==> src/design/dpt_pkg.sv <==
// Package for the output pass-through and synchronization control block
package dpt_pkg;

	// ----------------------------------------------------------------
	// Modes and selections
	// ----------------------------------------------------------------
	localparam logic [1:0] DPT_MODE_PASS_THROUGH = 2'h2;
	localparam logic DPT_SYNC_MASTER = 1'h0;
	localparam logic DPT_SYNC_SLAVE = 1'h1;
	localparam logic DPT_TRIG_LEVEL = 1'h0;
	localparam logic DPT_TRIG_EDGE = 1'h1;
	localparam logic DPT_START_SOFTWARE = 1'h0;

	// ----------------------------------------------------------------
	// Reset values and counts
	// ----------------------------------------------------------------
	localparam logic DPT_SYNC_MODE_RST = 1'h0;
	localparam logic DPT_TRIG_MODE_RST = 1'h0;
	localparam int DPT_PIN_STAGES = 3;
	localparam int DPT_FIFO_DEPTH = 16;
	localparam int DPT_DATA_W = 12;

	typedef enum {
		DPT_IDLE,
		DPT_ARMED,
		DPT_CONFIRMED,
		DPT_STREAMING
	} dpt_state_t;

	// Synchronization configuration as the host sets it
	typedef struct packed {
		logic syncSlave;
		logic [1:0] clockSourceSelect;
		logic inputStartSourceSelect;
		logic outputStartSourceSelect;
		logic triggerEdgeLevelSelect;
	} dpt_sync_cfg_t;

	// Error status flags
	typedef struct packed {
		logic overflow;
		logic underflow;
	} dpt_err_t;

endpackage
==> src/design/dpt_control.sv <==
// Output pass-through control with master/slave start synchronization
`timescale 1ns/100ps
`default_nettype none

module dpt_control
	import dpt_pkg::*;
#(
	parameter int FIFO_DEPTH = DPT_FIFO_DEPTH,
	parameter int DATA_W = DPT_DATA_W
) (
	// Clock and reset
	input wire logic clock,
	input wire logic sys_rst,
	// Host configuration and control
	input wire logic [1:0] outputModeBits,
	input wire logic outputRunBit,
	input wire logic outputAbortBit,
	input wire logic outputPathResetWrite,
	input wire logic globalResetWrite,
	input wire dpt_sync_cfg_t syncConfigWrite,
	input wire logic syncConfigStrobe,
	// Host FIFO write ports
	input wire logic chanOneWrite,
	input wire logic chanTwoWrite,
	input wire logic [DATA_W-1:0] hostWriteData,
	// Sample clock sources, internal pulses in the clock domain and the external clock pin
	input wire logic [3:0] internalSamplePulse,
	input wire logic external_sample_clock_in,
	// Start trigger pins
	input wire logic output_start_trigger_in,
	input wire logic input_start_trigger_in,
	// Error status
	input wire logic errorClear,
	output dpt_err_t errorStatus,
	output logic errorInterrupt,
	// Status and outputs
	output dpt_sync_cfg_t syncConfig,
	output logic output_sync_confirmed,
	output logic outputActive,
	output logic samplePulse,
	output logic sample_clock_export,
	output logic output_start_trigger_out,
	output logic inputStartDetected,
	output logic [DATA_W-1:0] chanOneSample,
	output logic [DATA_W-1:0] chanTwoSample,
	output logic sampleValid
);
	initial begin
		if (DATA_W < 1 || FIFO_DEPTH < 2) begin
			$error("unsupported width or depth");
		end
	end

	// ----------------------------------------------------------------
	// Configuration register
	// ----------------------------------------------------------------
	dpt_sync_cfg_t syncCfg_r;

	always_ff @(posedge clock or posedge sys_rst) begin
		if (sys_rst) begin
			syncCfg_r <= '{syncSlave: DPT_SYNC_MODE_RST, clockSourceSelect: 2'h0,
				inputStartSourceSelect: DPT_START_SOFTWARE, outputStartSourceSelect: DPT_START_SOFTWARE,
				triggerEdgeLevelSelect: DPT_TRIG_MODE_RST};
		end else if (syncConfigStrobe) begin
			syncCfg_r <= syncConfigWrite;
		end
	end
	assign syncConfig = syncCfg_r;

	logic isSlave;
	assign isSlave = (syncCfg_r.syncSlave == DPT_SYNC_SLAVE);

	// ----------------------------------------------------------------
	// Pin synchronizers
	// ----------------------------------------------------------------
	logic extClkLevel;
	logic outTrigLevel;
	logic inTrigLevel;

	dpt_pin_sync #(.RESET_LEVEL(1'h0)) uClkSync (
		.clock(clock),
		.sys_rst(sys_rst),
		.pinIn(external_sample_clock_in),
		.level(extClkLevel)
	);
	dpt_pin_sync #(.RESET_LEVEL(1'h1)) uOutTrigSync (
		.clock(clock),
		.sys_rst(sys_rst),
		.pinIn(output_start_trigger_in),
		.level(outTrigLevel)
	);
	dpt_pin_sync #(.RESET_LEVEL(1'h1)) uInTrigSync (
		.clock(clock),
		.sys_rst(sys_rst),
		.pinIn(input_start_trigger_in),
		.level(inTrigLevel)
	);

	// ----------------------------------------------------------------
	// Sample pulse selection
	// ----------------------------------------------------------------
	logic extClkPrev_r;
	logic outTrigPrev_r;
	logic inTrigPrev_r;

	always_ff @(posedge clock or posedge sys_rst) begin
		if (sys_rst) begin
			extClkPrev_r <= 1'h0;
			outTrigPrev_r <= 1'h1;
			inTrigPrev_r <= 1'h1;
		end else begin
			extClkPrev_r <= extClkLevel;
			outTrigPrev_r <= outTrigLevel;
			inTrigPrev_r <= inTrigLevel;
		end
	end

	// Slave takes the external clock, master the selected internal source
	assign samplePulse = isSlave ? (extClkLevel && !extClkPrev_r)
		: internalSamplePulse[syncCfg_r.clockSourceSelect];

	logic sampleExport_r;
	always_ff @(posedge clock or posedge sys_rst) begin
		if (sys_rst) begin
			sampleExport_r <= 1'h0;
		end else begin
			sampleExport_r <= samplePulse;
		end
	end
	assign sample_clock_export = sampleExport_r;

	// ----------------------------------------------------------------
	// Start event detection
	// ----------------------------------------------------------------
	logic useEdge;
	logic outUsesExternal;
	logic inUsesExternal;
	logic outEdgeSeen_r;
	logic inEdgeSeen_r;
	logic outExtEvent;
	logic inExtEvent;

	// Slave ignores both select bits and the edge/level bit
	assign useEdge = !isSlave && (syncCfg_r.triggerEdgeLevelSelect == DPT_TRIG_EDGE);
	assign outUsesExternal = isSlave || syncCfg_r.outputStartSourceSelect;
	assign inUsesExternal = isSlave || syncCfg_r.inputStartSourceSelect;

	// Falling edges are latched until the next sample pulse takes them
	always_ff @(posedge clock or posedge sys_rst) begin
		if (sys_rst) begin
			outEdgeSeen_r <= 1'h0;
			inEdgeSeen_r <= 1'h0;
		end else begin
			outEdgeSeen_r <= (outEdgeSeen_r && !samplePulse) || (outTrigPrev_r && !outTrigLevel);
			inEdgeSeen_r <= (inEdgeSeen_r && !samplePulse) || (inTrigPrev_r && !inTrigLevel);
		end
	end

	assign outExtEvent = useEdge ? (outEdgeSeen_r || (outTrigPrev_r && !outTrigLevel)) : !outTrigLevel;
	assign inExtEvent = useEdge ? (inEdgeSeen_r || (inTrigPrev_r && !inTrigLevel)) : !inTrigLevel;
	assign inputStartDetected = inUsesExternal ? (inExtEvent && samplePulse) : samplePulse;

	// ----------------------------------------------------------------
	// Output process state machine
	// ----------------------------------------------------------------
	dpt_state_t state_r;
	logic ptmSelected;
	logic pathReset;
	logic startEvent;
	logic streamRead;

	assign ptmSelected = (outputModeBits == DPT_MODE_PASS_THROUGH);
	assign pathReset = outputPathResetWrite || globalResetWrite;
	assign startEvent = outUsesExternal ? (outExtEvent && samplePulse) : 1'h1;

	always_ff @(posedge clock or posedge sys_rst) begin
		if (sys_rst) begin
			state_r <= DPT_IDLE;
		end else if (pathReset || outputAbortBit || !ptmSelected) begin
			state_r <= DPT_IDLE;
		end else begin
			unique case (state_r)
				DPT_IDLE: begin
					if (outputRunBit) begin
						state_r <= DPT_ARMED;
					end
				end
				DPT_ARMED: begin
					if (!outputRunBit) begin
						state_r <= DPT_IDLE;
					end else if (startEvent) begin
						state_r <= DPT_CONFIRMED;
					end
				end
				DPT_CONFIRMED: begin
					if (samplePulse) begin
						state_r <= DPT_STREAMING;
					end
				end
				DPT_STREAMING: begin
					state_r <= DPT_STREAMING;
				end
			endcase
		end
	end

	// Confirmation appears at the sample pulse after the start event
	logic syncOk_r;
	always_ff @(posedge clock or posedge sys_rst) begin
		if (sys_rst) begin
			syncOk_r <= 1'h0;
		end else if (state_r == DPT_IDLE || pathReset || outputAbortBit) begin
			syncOk_r <= 1'h0;
		end else if (state_r != DPT_ARMED && samplePulse) begin
			syncOk_r <= 1'h1;
		end
	end
	assign output_sync_confirmed = syncOk_r;
	assign outputActive = (state_r == DPT_STREAMING);

	logic trigOut_r;
	always_ff @(posedge clock or posedge sys_rst) begin
		if (sys_rst) begin
			trigOut_r <= 1'h1;
		end else begin
			trigOut_r <= !(state_r == DPT_CONFIRMED || state_r == DPT_STREAMING);
		end
	end
	assign output_start_trigger_out = trigOut_r;

	// ----------------------------------------------------------------
	// Output FIFOs
	// ----------------------------------------------------------------
	assign streamRead = outputActive && samplePulse && !outputAbortBit && !pathReset;

	logic [1:0] writeRefused;
	logic [1:0] readRefused;
	logic [1:0] fifoWrite;
	logic [DATA_W-1:0] fifoData [2];

	assign fifoWrite = {chanTwoWrite, chanOneWrite};

	genvar ch;
	generate
		for (ch = 0; ch < 2; ch++) begin : gChan
			dpt_out_fifo #(.DEPTH(FIFO_DEPTH), .WIDTH(DATA_W)) uFifo (
				.clock(clock),
				.sys_rst(sys_rst),
				.clearPointers(pathReset),
				.writeStrobe(fifoWrite[ch]),
				.writeData(hostWriteData),
				.readStrobe(streamRead),
				.readData(fifoData[ch]),
				.full(),
				.empty(),
				.writeRefused(writeRefused[ch]),
				.readRefused(readRefused[ch])
			);
		end
	endgenerate
	assign chanOneSample = fifoData[0];
	assign chanTwoSample = fifoData[1];

	logic sampleValid_r;
	always_ff @(posedge clock or posedge sys_rst) begin
		if (sys_rst) begin
			sampleValid_r <= 1'h0;
		end else begin
			sampleValid_r <= streamRead && (readRefused == 2'h0);
		end
	end
	assign sampleValid = sampleValid_r;

	// ----------------------------------------------------------------
	// Error flags, set wins over clear
	// ----------------------------------------------------------------
	dpt_err_t err_r;
	always_ff @(posedge clock or posedge sys_rst) begin
		if (sys_rst) begin
			err_r <= '0;
		end else begin
			err_r.overflow <= (|writeRefused) || (err_r.overflow && !errorClear);
			err_r.underflow <= (|readRefused) || (err_r.underflow && !errorClear);
		end
	end
	assign errorStatus = err_r;
	assign errorInterrupt = err_r.overflow || err_r.underflow;
endmodule
`default_nettype wire

==> src/design/dpt_out_fifo.sv <==
// Output sample FIFO with host write port and sample-clock read port
`timescale 1ns/100ps
`default_nettype none
module dpt_out_fifo
	import dpt_pkg::*;
#(
	parameter int DEPTH = DPT_FIFO_DEPTH,
	parameter int WIDTH = DPT_DATA_W
) (
	// Clock and reset
	input wire logic clock,
	input wire logic sys_rst,
	input wire logic clearPointers,
	// Host write side
	input wire logic writeStrobe,
	input wire logic [WIDTH-1:0] writeData,
	// Sample read side
	input wire logic readStrobe,
	output logic [WIDTH-1:0] readData,
	// Status
	output logic full,
	output logic empty,
	output logic writeRefused,
	output logic readRefused
);
	localparam int AW = $clog2(DEPTH);

	initial begin
		if (DEPTH < 2 || (DEPTH & (DEPTH - 1)) != 0) begin
			$error("FIFO depth must be a power of two of at least 2");
		end
	end

	logic [WIDTH-1:0] mem [DEPTH];
	logic [AW:0] wrPtr_r;
	logic [AW:0] rdPtr_r;
	logic [WIDTH-1:0] readData_r;
	logic doWrite;
	logic doRead;

	assign full = (wrPtr_r[AW] != rdPtr_r[AW]) && (wrPtr_r[AW-1:0] == rdPtr_r[AW-1:0]);
	assign empty = (wrPtr_r == rdPtr_r);
	assign doWrite = writeStrobe && !full;
	assign doRead = readStrobe && !empty;
	assign writeRefused = writeStrobe && full;
	assign readRefused = readStrobe && empty;

	always_ff @(posedge clock) begin
		if (doWrite) begin
			mem[wrPtr_r[AW-1:0]] <= writeData;
		end
	end

	// Write pointer moves on every accepted host write, except when clearPointers returns it to zero
	always_ff @(posedge clock or posedge sys_rst) begin
		if (sys_rst) begin
			wrPtr_r <= '0;
		end else if (clearPointers) begin
			wrPtr_r <= '0;
		end else if (doWrite) begin
			wrPtr_r <= wrPtr_r + 1'b1;
		end
	end

	// Read pointer moves only on a pointer clear or on a read from a non-empty FIFO
	always_ff @(posedge clock or posedge sys_rst) begin
		if (sys_rst) begin
			rdPtr_r <= '0;
		end else if (clearPointers) begin
			rdPtr_r <= '0;
		end else if (doRead) begin
			rdPtr_r <= rdPtr_r + 1'b1;
		end
	end

	always_ff @(posedge clock or posedge sys_rst) begin
		if (sys_rst) begin
			readData_r <= '0;
		end else if (doRead) begin
			readData_r <= mem[rdPtr_r[AW-1:0]];
		end
	end

	assign readData = readData_r;
endmodule
`default_nettype wire

==> src/design/dpt_pin_sync.sv <==
// Three-stage input synchronizer with agreement filter
`timescale 1ns/100ps
`default_nettype none
module dpt_pin_sync
	import dpt_pkg::*;
#(
	parameter logic RESET_LEVEL = 1'h1
) (
	// Clock and reset
	input wire logic clock,
	input wire logic sys_rst,
	// Pin and filtered level
	input wire logic pinIn,
	output logic level
);
	logic [DPT_PIN_STAGES-1:0] stage_r;
	logic level_r;

	always_ff @(posedge clock or posedge sys_rst) begin
		if (sys_rst) begin
			stage_r <= {DPT_PIN_STAGES{RESET_LEVEL}};
		end else begin
			stage_r <= {stage_r[DPT_PIN_STAGES-2:0], pinIn};
		end
	end

	// Level changes only once stages two and three agree
	always_ff @(posedge clock or posedge sys_rst) begin
		if (sys_rst) begin
			level_r <= RESET_LEVEL;
		end else if (stage_r[1] == stage_r[2]) begin
			level_r <= stage_r[2];
		end
	end

	assign level = level_r;
endmodule
`default_nettype wire

==> config.mk <==
export PLATFORM = sky130hd
export DESIGN_NAME = dpt_control
export DESIGN_NICKNAME = d
export VERILOG_FILES = /design/src/design/dpt_pkg.sv /design/src/design/dpt_control.sv /design/src/design/dpt_out_fifo.sv /design/src/design/dpt_pin_sync.sv
export SDC_FILE = /design/constraint.sdc
export NUM_CORES = 1
export LEC_CHECK = 0
export BUFFER_PORTS_ARGS = -buffer_cell sky130_fd_sc_hd__buf_4
export CAP_MARGIN = 20
export CORE_MARGIN = 3
export CORE_UTILIZATION = 61
export DETAILED_ROUTE_END_ITERATION = 10
export GPL_ROUTABILITY_DRIVEN = 0
export PLACE_DENSITY = 0.82
export SLEW_MARGIN = 10
export SYNTH_ARGS = -nofsm -noshare
export SYNTH_HDL_FRONTEND = slang
export SYNTH_SLANG_ARGS = --single-unit
==> constraint.sdc <==
create_clock -name clock -period 3.5 [get_ports clock]
set_clock_uncertainty 0.1 [all_clocks]
set_input_delay 0.7 -clock clock [delete_from_list [all_inputs] [get_ports clock]]
set_output_delay 0.7 -clock clock [all_outputs]
set_load 0.005 [all_outputs]
==> qor.txt, run 1 <==
Avg Cell Area, Syn: 19.71 sq um
Initial Util: 63.00%
Avg WL per Cell: 27.35 microns
Worst Path Arrival: 2.36 ns
largest net degree at the start of global routing: 53
P&R area growth vs syn: 13.60%
outcome: finished, final reports clean
Yosys cell types: 46
Post-Syn Nets: 952
Core Box Area: 28320 sq um
Pwr Density: 543.3 nW/um^2
vias in the first global route: 9314
async set-reset flop share out of synthesis: 16.34%
most common cell in the netlist: edfxtp_1
worst hold path type: input port to asynchronous set/reset pin
sequential area share after synthesis: 75.24%
Synth Register Bits: 459
Warnings, synthesis: 0
CP max FO: 8
# diodes: 0
cts repair resizes: 0
post-synthesis instance area: 17840 sq um
Skew-Pair Late Insertion Delay: 0.54 ns
Synth top area share: 64.64%
Peak VDD IR: 0.4201 mV
leakage power: 6.968 nW
I/O pins: 77
Post-CTS Hold Buffers: 0
fin crit period: 3.159 ns
First-pass DRT Iterations: 5
die height: 177.0 microns
cts bufs inserted: 45
Root Buffer: clkbuf_16
Die Footprint: 31330 sq um
die width: 177.0 microns
NumNets Final: 1043
Post-CTS Setup Inserts: 0
max-slew violations: 0
Critical Path End Type: output pin
ratio of routed vias to standard cells: 6.600
Rows: 61
Setup CP Type: register to output pin
first-pass GRT wire length: 59300 microns
DP HPWL: 21610 microns
DR vias: 9300
RSZ-0062 raised after global routing: no
post-synth top area cell: edfxtp_1
post-route insts no fill: 1409
Hold Vio Cnt, Final: 0
maxcap violations: 0
Final ANT Viol Nets: 0
WL final: 38540 microns
Worst slew margin: 48.72%
final core occ: 71.57%
H-Tree Depth: 2
total grt overflow: 0
most common library cells after synthesis: 384 x edfxtp_1, 96 x mux4_2, 64 x dfrtp_1, 53 x o22ai_1, 39 x nor2_1
Final setup viols: 0
Iter 0 DRT Violations: 1160
Worst EP required: 2.70 ns
post-synthesis instance total: 905
clk buf depth: 3
CTS sink count: 459
Least-Margin Pin Slew: 0.7683 ns
Post-synth EDFFs: 384
fillers: 1566
fmax: 316.5 MHz
Main synth FF type: edfxtp_1
TNS Setup: 0 ns
port bufs: 76
clock transition at the registers of the reported paths: 0.06 ns
# DRC: 0
TritonCTS clock tree: yes
share of cells above drive strength 1: 28.81%
Area contributors post-synth: edfxtp_1 65%, mux4_2 12%, dfrtp_1 9.0%
gr usage total: 25.64%
Tcrit/Tclk final: 90.27%
antenna violations before repair: 0
CP startpoint kind: register
placed cells: 1327
-- power breakdown --
part	total [W]	switching [W]	internal, W
combinational	0.000303	0.000198	0.000104
sequential	0.00603	0.0000327	0.00599
clock	0.00468	0.00197	0.00271
-- per-layer routing --
| layer | wire length (microns) | track usage, % | part of all wire, % |
|---|---|---|---|
| met2 | 18640 | 39.60 | 48 |
| met1 | 15150 | 38.90 | 39 |
| met4 | 877 | 6.547 | 2.3 |
| met5 | 0 | 0 | 0 |
| met3 | 3871 | 4.869 | 10 |
-- cells by family (layout without fill, tap and decap cells) --
family	count (synthesis)	after routing	synth area share [%]
flops	459	459	75.24
simple gates	134	134	3.963
xor+xnor	18	18	0.8838
fa+ha+maj	13	13	0.8698
buf+inv	63	189	1.494
compound gates	82	82	2.974
mux	136	136	14.58
-- cell type report --
| class | instances | area, sq um | area share [%] |
|---|---|---|---|
| flip-flops and latches | 459 | 13430 | 66.27 |
| multi-input cells | 383 | 4160 | 20.53 |
| clock buffers | 63 | 1286 | 6.347 |
| repair buffers | 92 | 715.7 | 3.532 |
| well taps | 378 | 473.0 | 2.334 |
| clock inverters | 19 | 142.6 | 0.7039 |
| inverters | 15 | 57.56 | 0.2840 |
-- layout by cell type (no fill, tap or decap), types with 4 or more instances in the layout --
cell / count
edfxtp_1: 384
mux4_2: 96
buf_4: 90
dfrtp_1: 62
o22ai_1: 53
clkbuf_16: 47
nor2_1: 39
and3_1: 27
mux2_2: 18
nand2_1: 14
inv_1: 14
xnor2_1: 12
mux2_1: 12
clkbuf_1: 11
dfstp_2: 11
mux2i_1: 10
ha_1: 10
clkinv_2: 9
nor2b_1: 8
nand2b_1: 7
nand3_1: 7
clkinv_1: 7
xor2_1: 6
o21ai_0: 6
or2_2: 5
clkbuf_8: 5
nand4_1: 4
nor2_2: 4
o21a_1: 4
o31ai_1: 4
or4_1: 4
a21oi_1: 4
-- through the flow --
step	hold slack [ns]	cell area, sq um	worst slack [ns]	power (W)
after CTS	0.1544	20260	0.3737	0.01105
after floorplan	0.2312	17840	0.8082	0.006252
final	0.1398	20260	0.3405	0.01101
after detailed placement	0.2498	18840	0.6293	0.006433
after global placement	0.2375	18820	0.7283	0.006414
after global routing	0.1478	20260	0.2607	0.01130
-- flip-flops by register name (all words and copies together) (netlist names), 2 cells and up --
| name | count |
|---|---|
| gChan.uFifo.readData | 24 |
| uInTrigSync.stage_r | 3 |
| gChan.uFifo.wrPtr_r | 10 |
| state_r | 2 |
| uOutTrigSync.stage_r | 3 |
| syncConfig | 5 |
| gChan.uFifo.mem | 384 |
| errorStatus | 2 |
| gChan.uFifo.rdPtr_r | 10 |
| uClkSync.stage_r | 3 |
-- critical path, cell delays in order (launching register included) --
cell      delay, ns
dfrtp_1        0.45
or2_1          0.23
o22ai_1        0.45
nand2b_1       0.36
and3_1         0.22
buf_4          0.11
-- final timing paths --
check	start	end	slack, ns	cells past startpoint
worst max-delay path	isSlave$_DFFE_PP0P_	inputStartDetected	0.34	5
worst min-delay path	sys_rst	syncConfig[3]$_DFFE_PP0P_	0.14	2
worst max register to register	isSlave$_DFFE_PP0P_	gChan[1].uFifo.readData[0]$_DFFE_PP0P_	0.78	5
worst min register to register	uOutTrigSync.stage_r[0]$_DFF_PP1_	uOutTrigSync.stage_r[1]$_DFF_PP1_	0.26	0
max in group asynchronous	sys_rst	gChan[1].uFifo.rdPtr_r[0]$_DFFE_PP0P_	2.39	3
min in group clock	input_start_trigger_in	uInTrigSync.stage_r[0]$_DFF_PP1_	0.16	1
Note: power is estimated with default switching activity, not from simulation.
==> run 2, diff against run 1 <==
Settings changed: PLACE_DENSITY 0.82 to 0.79.
==> qor.txt, run 2 (same netlist as run 1, synthesis figures left out) <==
CTS sink count: 459 (unchanged)
vias in the first global route: 9332 (+0.19%)
r2r setup slk: 0.76 ns (-0.02 ns)
RSZ-0062 raised after global routing: no
Hold Vio Cnt, Final: 0 (unchanged)
die width: 177.0 microns (unchanged)
Avg WL per Cell: 26.18 microns (-4.3%)
Worst EP required: 2.70 ns (about the same)
largest net degree at the start of global routing: 53 (unchanged)
Worst slew margin: 33.06% (-16 points)
fmax: 328.9 MHz (+3.9%)
CP startpoint kind: register
Initial Util: 63.00% (unchanged)
DR vias: 9048 (-2.7%)
Least-Margin Pin Slew: 0.9987 ns (+0.2304 ns)
outcome: finished, final reports clean
P&R area growth vs syn: 13.38%
TritonCTS clock tree: yes
Worst Path Arrival: 2.24 ns (-0.12 ns)
port bufs: 76 (unchanged)
leakage power: 6.947 nW (-0.30%)
Die Footprint: 31330 sq um (unchanged)
clock transition at the registers of the reported paths: 0.06 ns (about the same)
worst hold path type: input port to asynchronous set/reset pin
fin crit period: 3.040 ns (-0.1190 ns)
Peak VDD IR: 0.4210 mV (+0.22%)
WHS: 0.1267 ns (-0.01307 ns)
Critical Path End Type: output pin
DP HPWL: 22170 microns (+2.6%)
Crit path max-delay family: simple AND/OR/NAND/NOR gates
TNS Setup: 0 ns (unchanged)
maxcap violations: 0 (unchanged)
most frequent cells in the layout: 384 x edfxtp_1, 96 x mux4_2, 92 x buf_4
Final setup viols: 0 (unchanged)
reg2reg end: gChan[0].uFifo.mem[13][1]$_DFFE_PP_
Setup CP Type: register to output pin
# DRC: 0 (unchanged)
cts bufs inserted: 45 (unchanged)
Post-CTS Setup Inserts: 0 (unchanged)
Tcrit/Tclk final: 86.87% (-3.4 points)
H-Tree Depth: 2 (unchanged)
slowest stage delay, CP: 0.45 ns (about the same)
clk buf depth: 3 (unchanged)
ratio of routed vias to standard cells: 6.417 (-2.8%)
CP max FO: 8 (unchanged)
Final WS setup: 0.4595 ns (+0.1190 ns)
Post-Place Setup Slack: 0.6550 ns (+0.02562 ns)
Pwr Density: 539.2 nW/um^2 (-0.75%)
Post-CTS Hold Buffers: 0 (unchanged)
Critical path buffers and inverters: 1 (unchanged)
gr usage total: 24.75% (-0.89 points)
antenna violations before repair: 0 (unchanged)
CP Cell Sequence: or2_1, o22ai_1, nand2b_1, and3_1, buf_4
Root Buffer: clkbuf_16
WL final: 36920 microns (-4.2%)
Core Box Area: 28320 sq um (unchanged)
max reg flops: 384 (unchanged)
Power Total: 0.01091 W (-0.94%)
most common cell after layout, fill and taps aside: edfxtp_1
Final ANT Viol Nets: 0 (unchanged)
total grt overflow: 0 (unchanged)
NumNets Final: 1043 (unchanged)
max-slew violations: 0 (unchanged)
share of cells above drive strength 1: 28.49% (-0.32 points)
Rows: 61 (unchanged)
Skew-Pair Late Insertion Delay: 0.54 ns (about the same)
first-pass GRT wire length: 57510 microns (-3.0%)
FF-to-FF path depth: 4 (-1)
I/O pins: 77 (unchanged)
Worst path slowest cell: dfrtp_1
cts repair resizes: 0 (unchanged)
# diodes: 0 (unchanged)
die height: 177.0 microns (unchanged)
RR Startpoint: gChan[0].uFifo.rdPtr_r[0]$_DFFE_PP0P_
First-pass DRT Iterations: 5 (unchanged)
Iter 0 DRT Violations: 1299 (+12%)
==> run 2: cell types whose count changed in the layout (fill, tap and decap cells not counted) <==
cell,previous run,this run
clkbuf_1,11,16
clkinv_2,9,4
buf_12,2,0
buf_4,90,92
bufinv_16,2,0
clkinv_4,0,2
clkbuf_16,47,48
clkbuf_8,5,6
clkinv_1,7,6
==> run 2: per-layer routing <==
metal  up-vias  GRT usage (%)  part of all wire, %
met4         0          5.663                  1.9
li1       3837              -                    -
met3        59          3.990                  8.9
met2       443          37.44                   47
met5         -              0                    0
met1      4709          39.17                   42
==> run 2: per-stage QoR <==
| stage | cells | util, % | instance area [sq um] |
|---|---|---|---|
| floorplan | 905 | - | 17840 |
| global placement | 1325 | 66.38 | 18800 |
| detailed placement | 1325 | 66.38 | 18800 |
| CTS | 1408 | 71.38 | 20210 |
| global route | 1410 | 71.43 | 20230 |
| finish | 1410 | 71.43 | 20230 |
==> run 2: area by class of cell <==
| class | instances | area [sq um] |
|---|---|---|
| timing repair buffer | 92 | 690.7 |
| clock inverter | 13 | 71.32 |
| inverter | 15 | 57.56 |
| multi-input combinational | 383 | 4160 |
| tap | 378 | 473.0 |
| fill | 1652 | 8090 |
| sequential | 459 | 13430 |
| clock buffer | 70 | 1344 |
==> run 2: how the worst max path moves through the flow <==
stage                   startpoint                                      end  depth (start not counted)
6_report       isSlave$_DFFE_PP0P_                       inputStartDetected                          5
5_1_grt        isSlave$_DFFE_PP0P_                       inputStartDetected                          5
4_1_cts        isSlave$_DFFE_PP0P_                       inputStartDetected                          5
3_5_place_dp      globalResetWrite  gChan[1].uFifo.readData[10]$_DFFE_PP0P_                          6
3_3_place_gp      globalResetWrite   gChan[1].uFifo.readData[2]$_DFFE_PP0P_                          6
2_1_floorplan              sys_rst                 errorStatus[0]$_DFF_PP0_                          1
==> run 2: where the power goes <==
group,switching [W],internal [W],total (W)
Sequential,0.0000322,0.00599,0.00602
Clock,0.00194,0.00264,0.00458
Combinational,0.000194,0.000105,0.000299
Total,0.00217,0.00874,0.0109
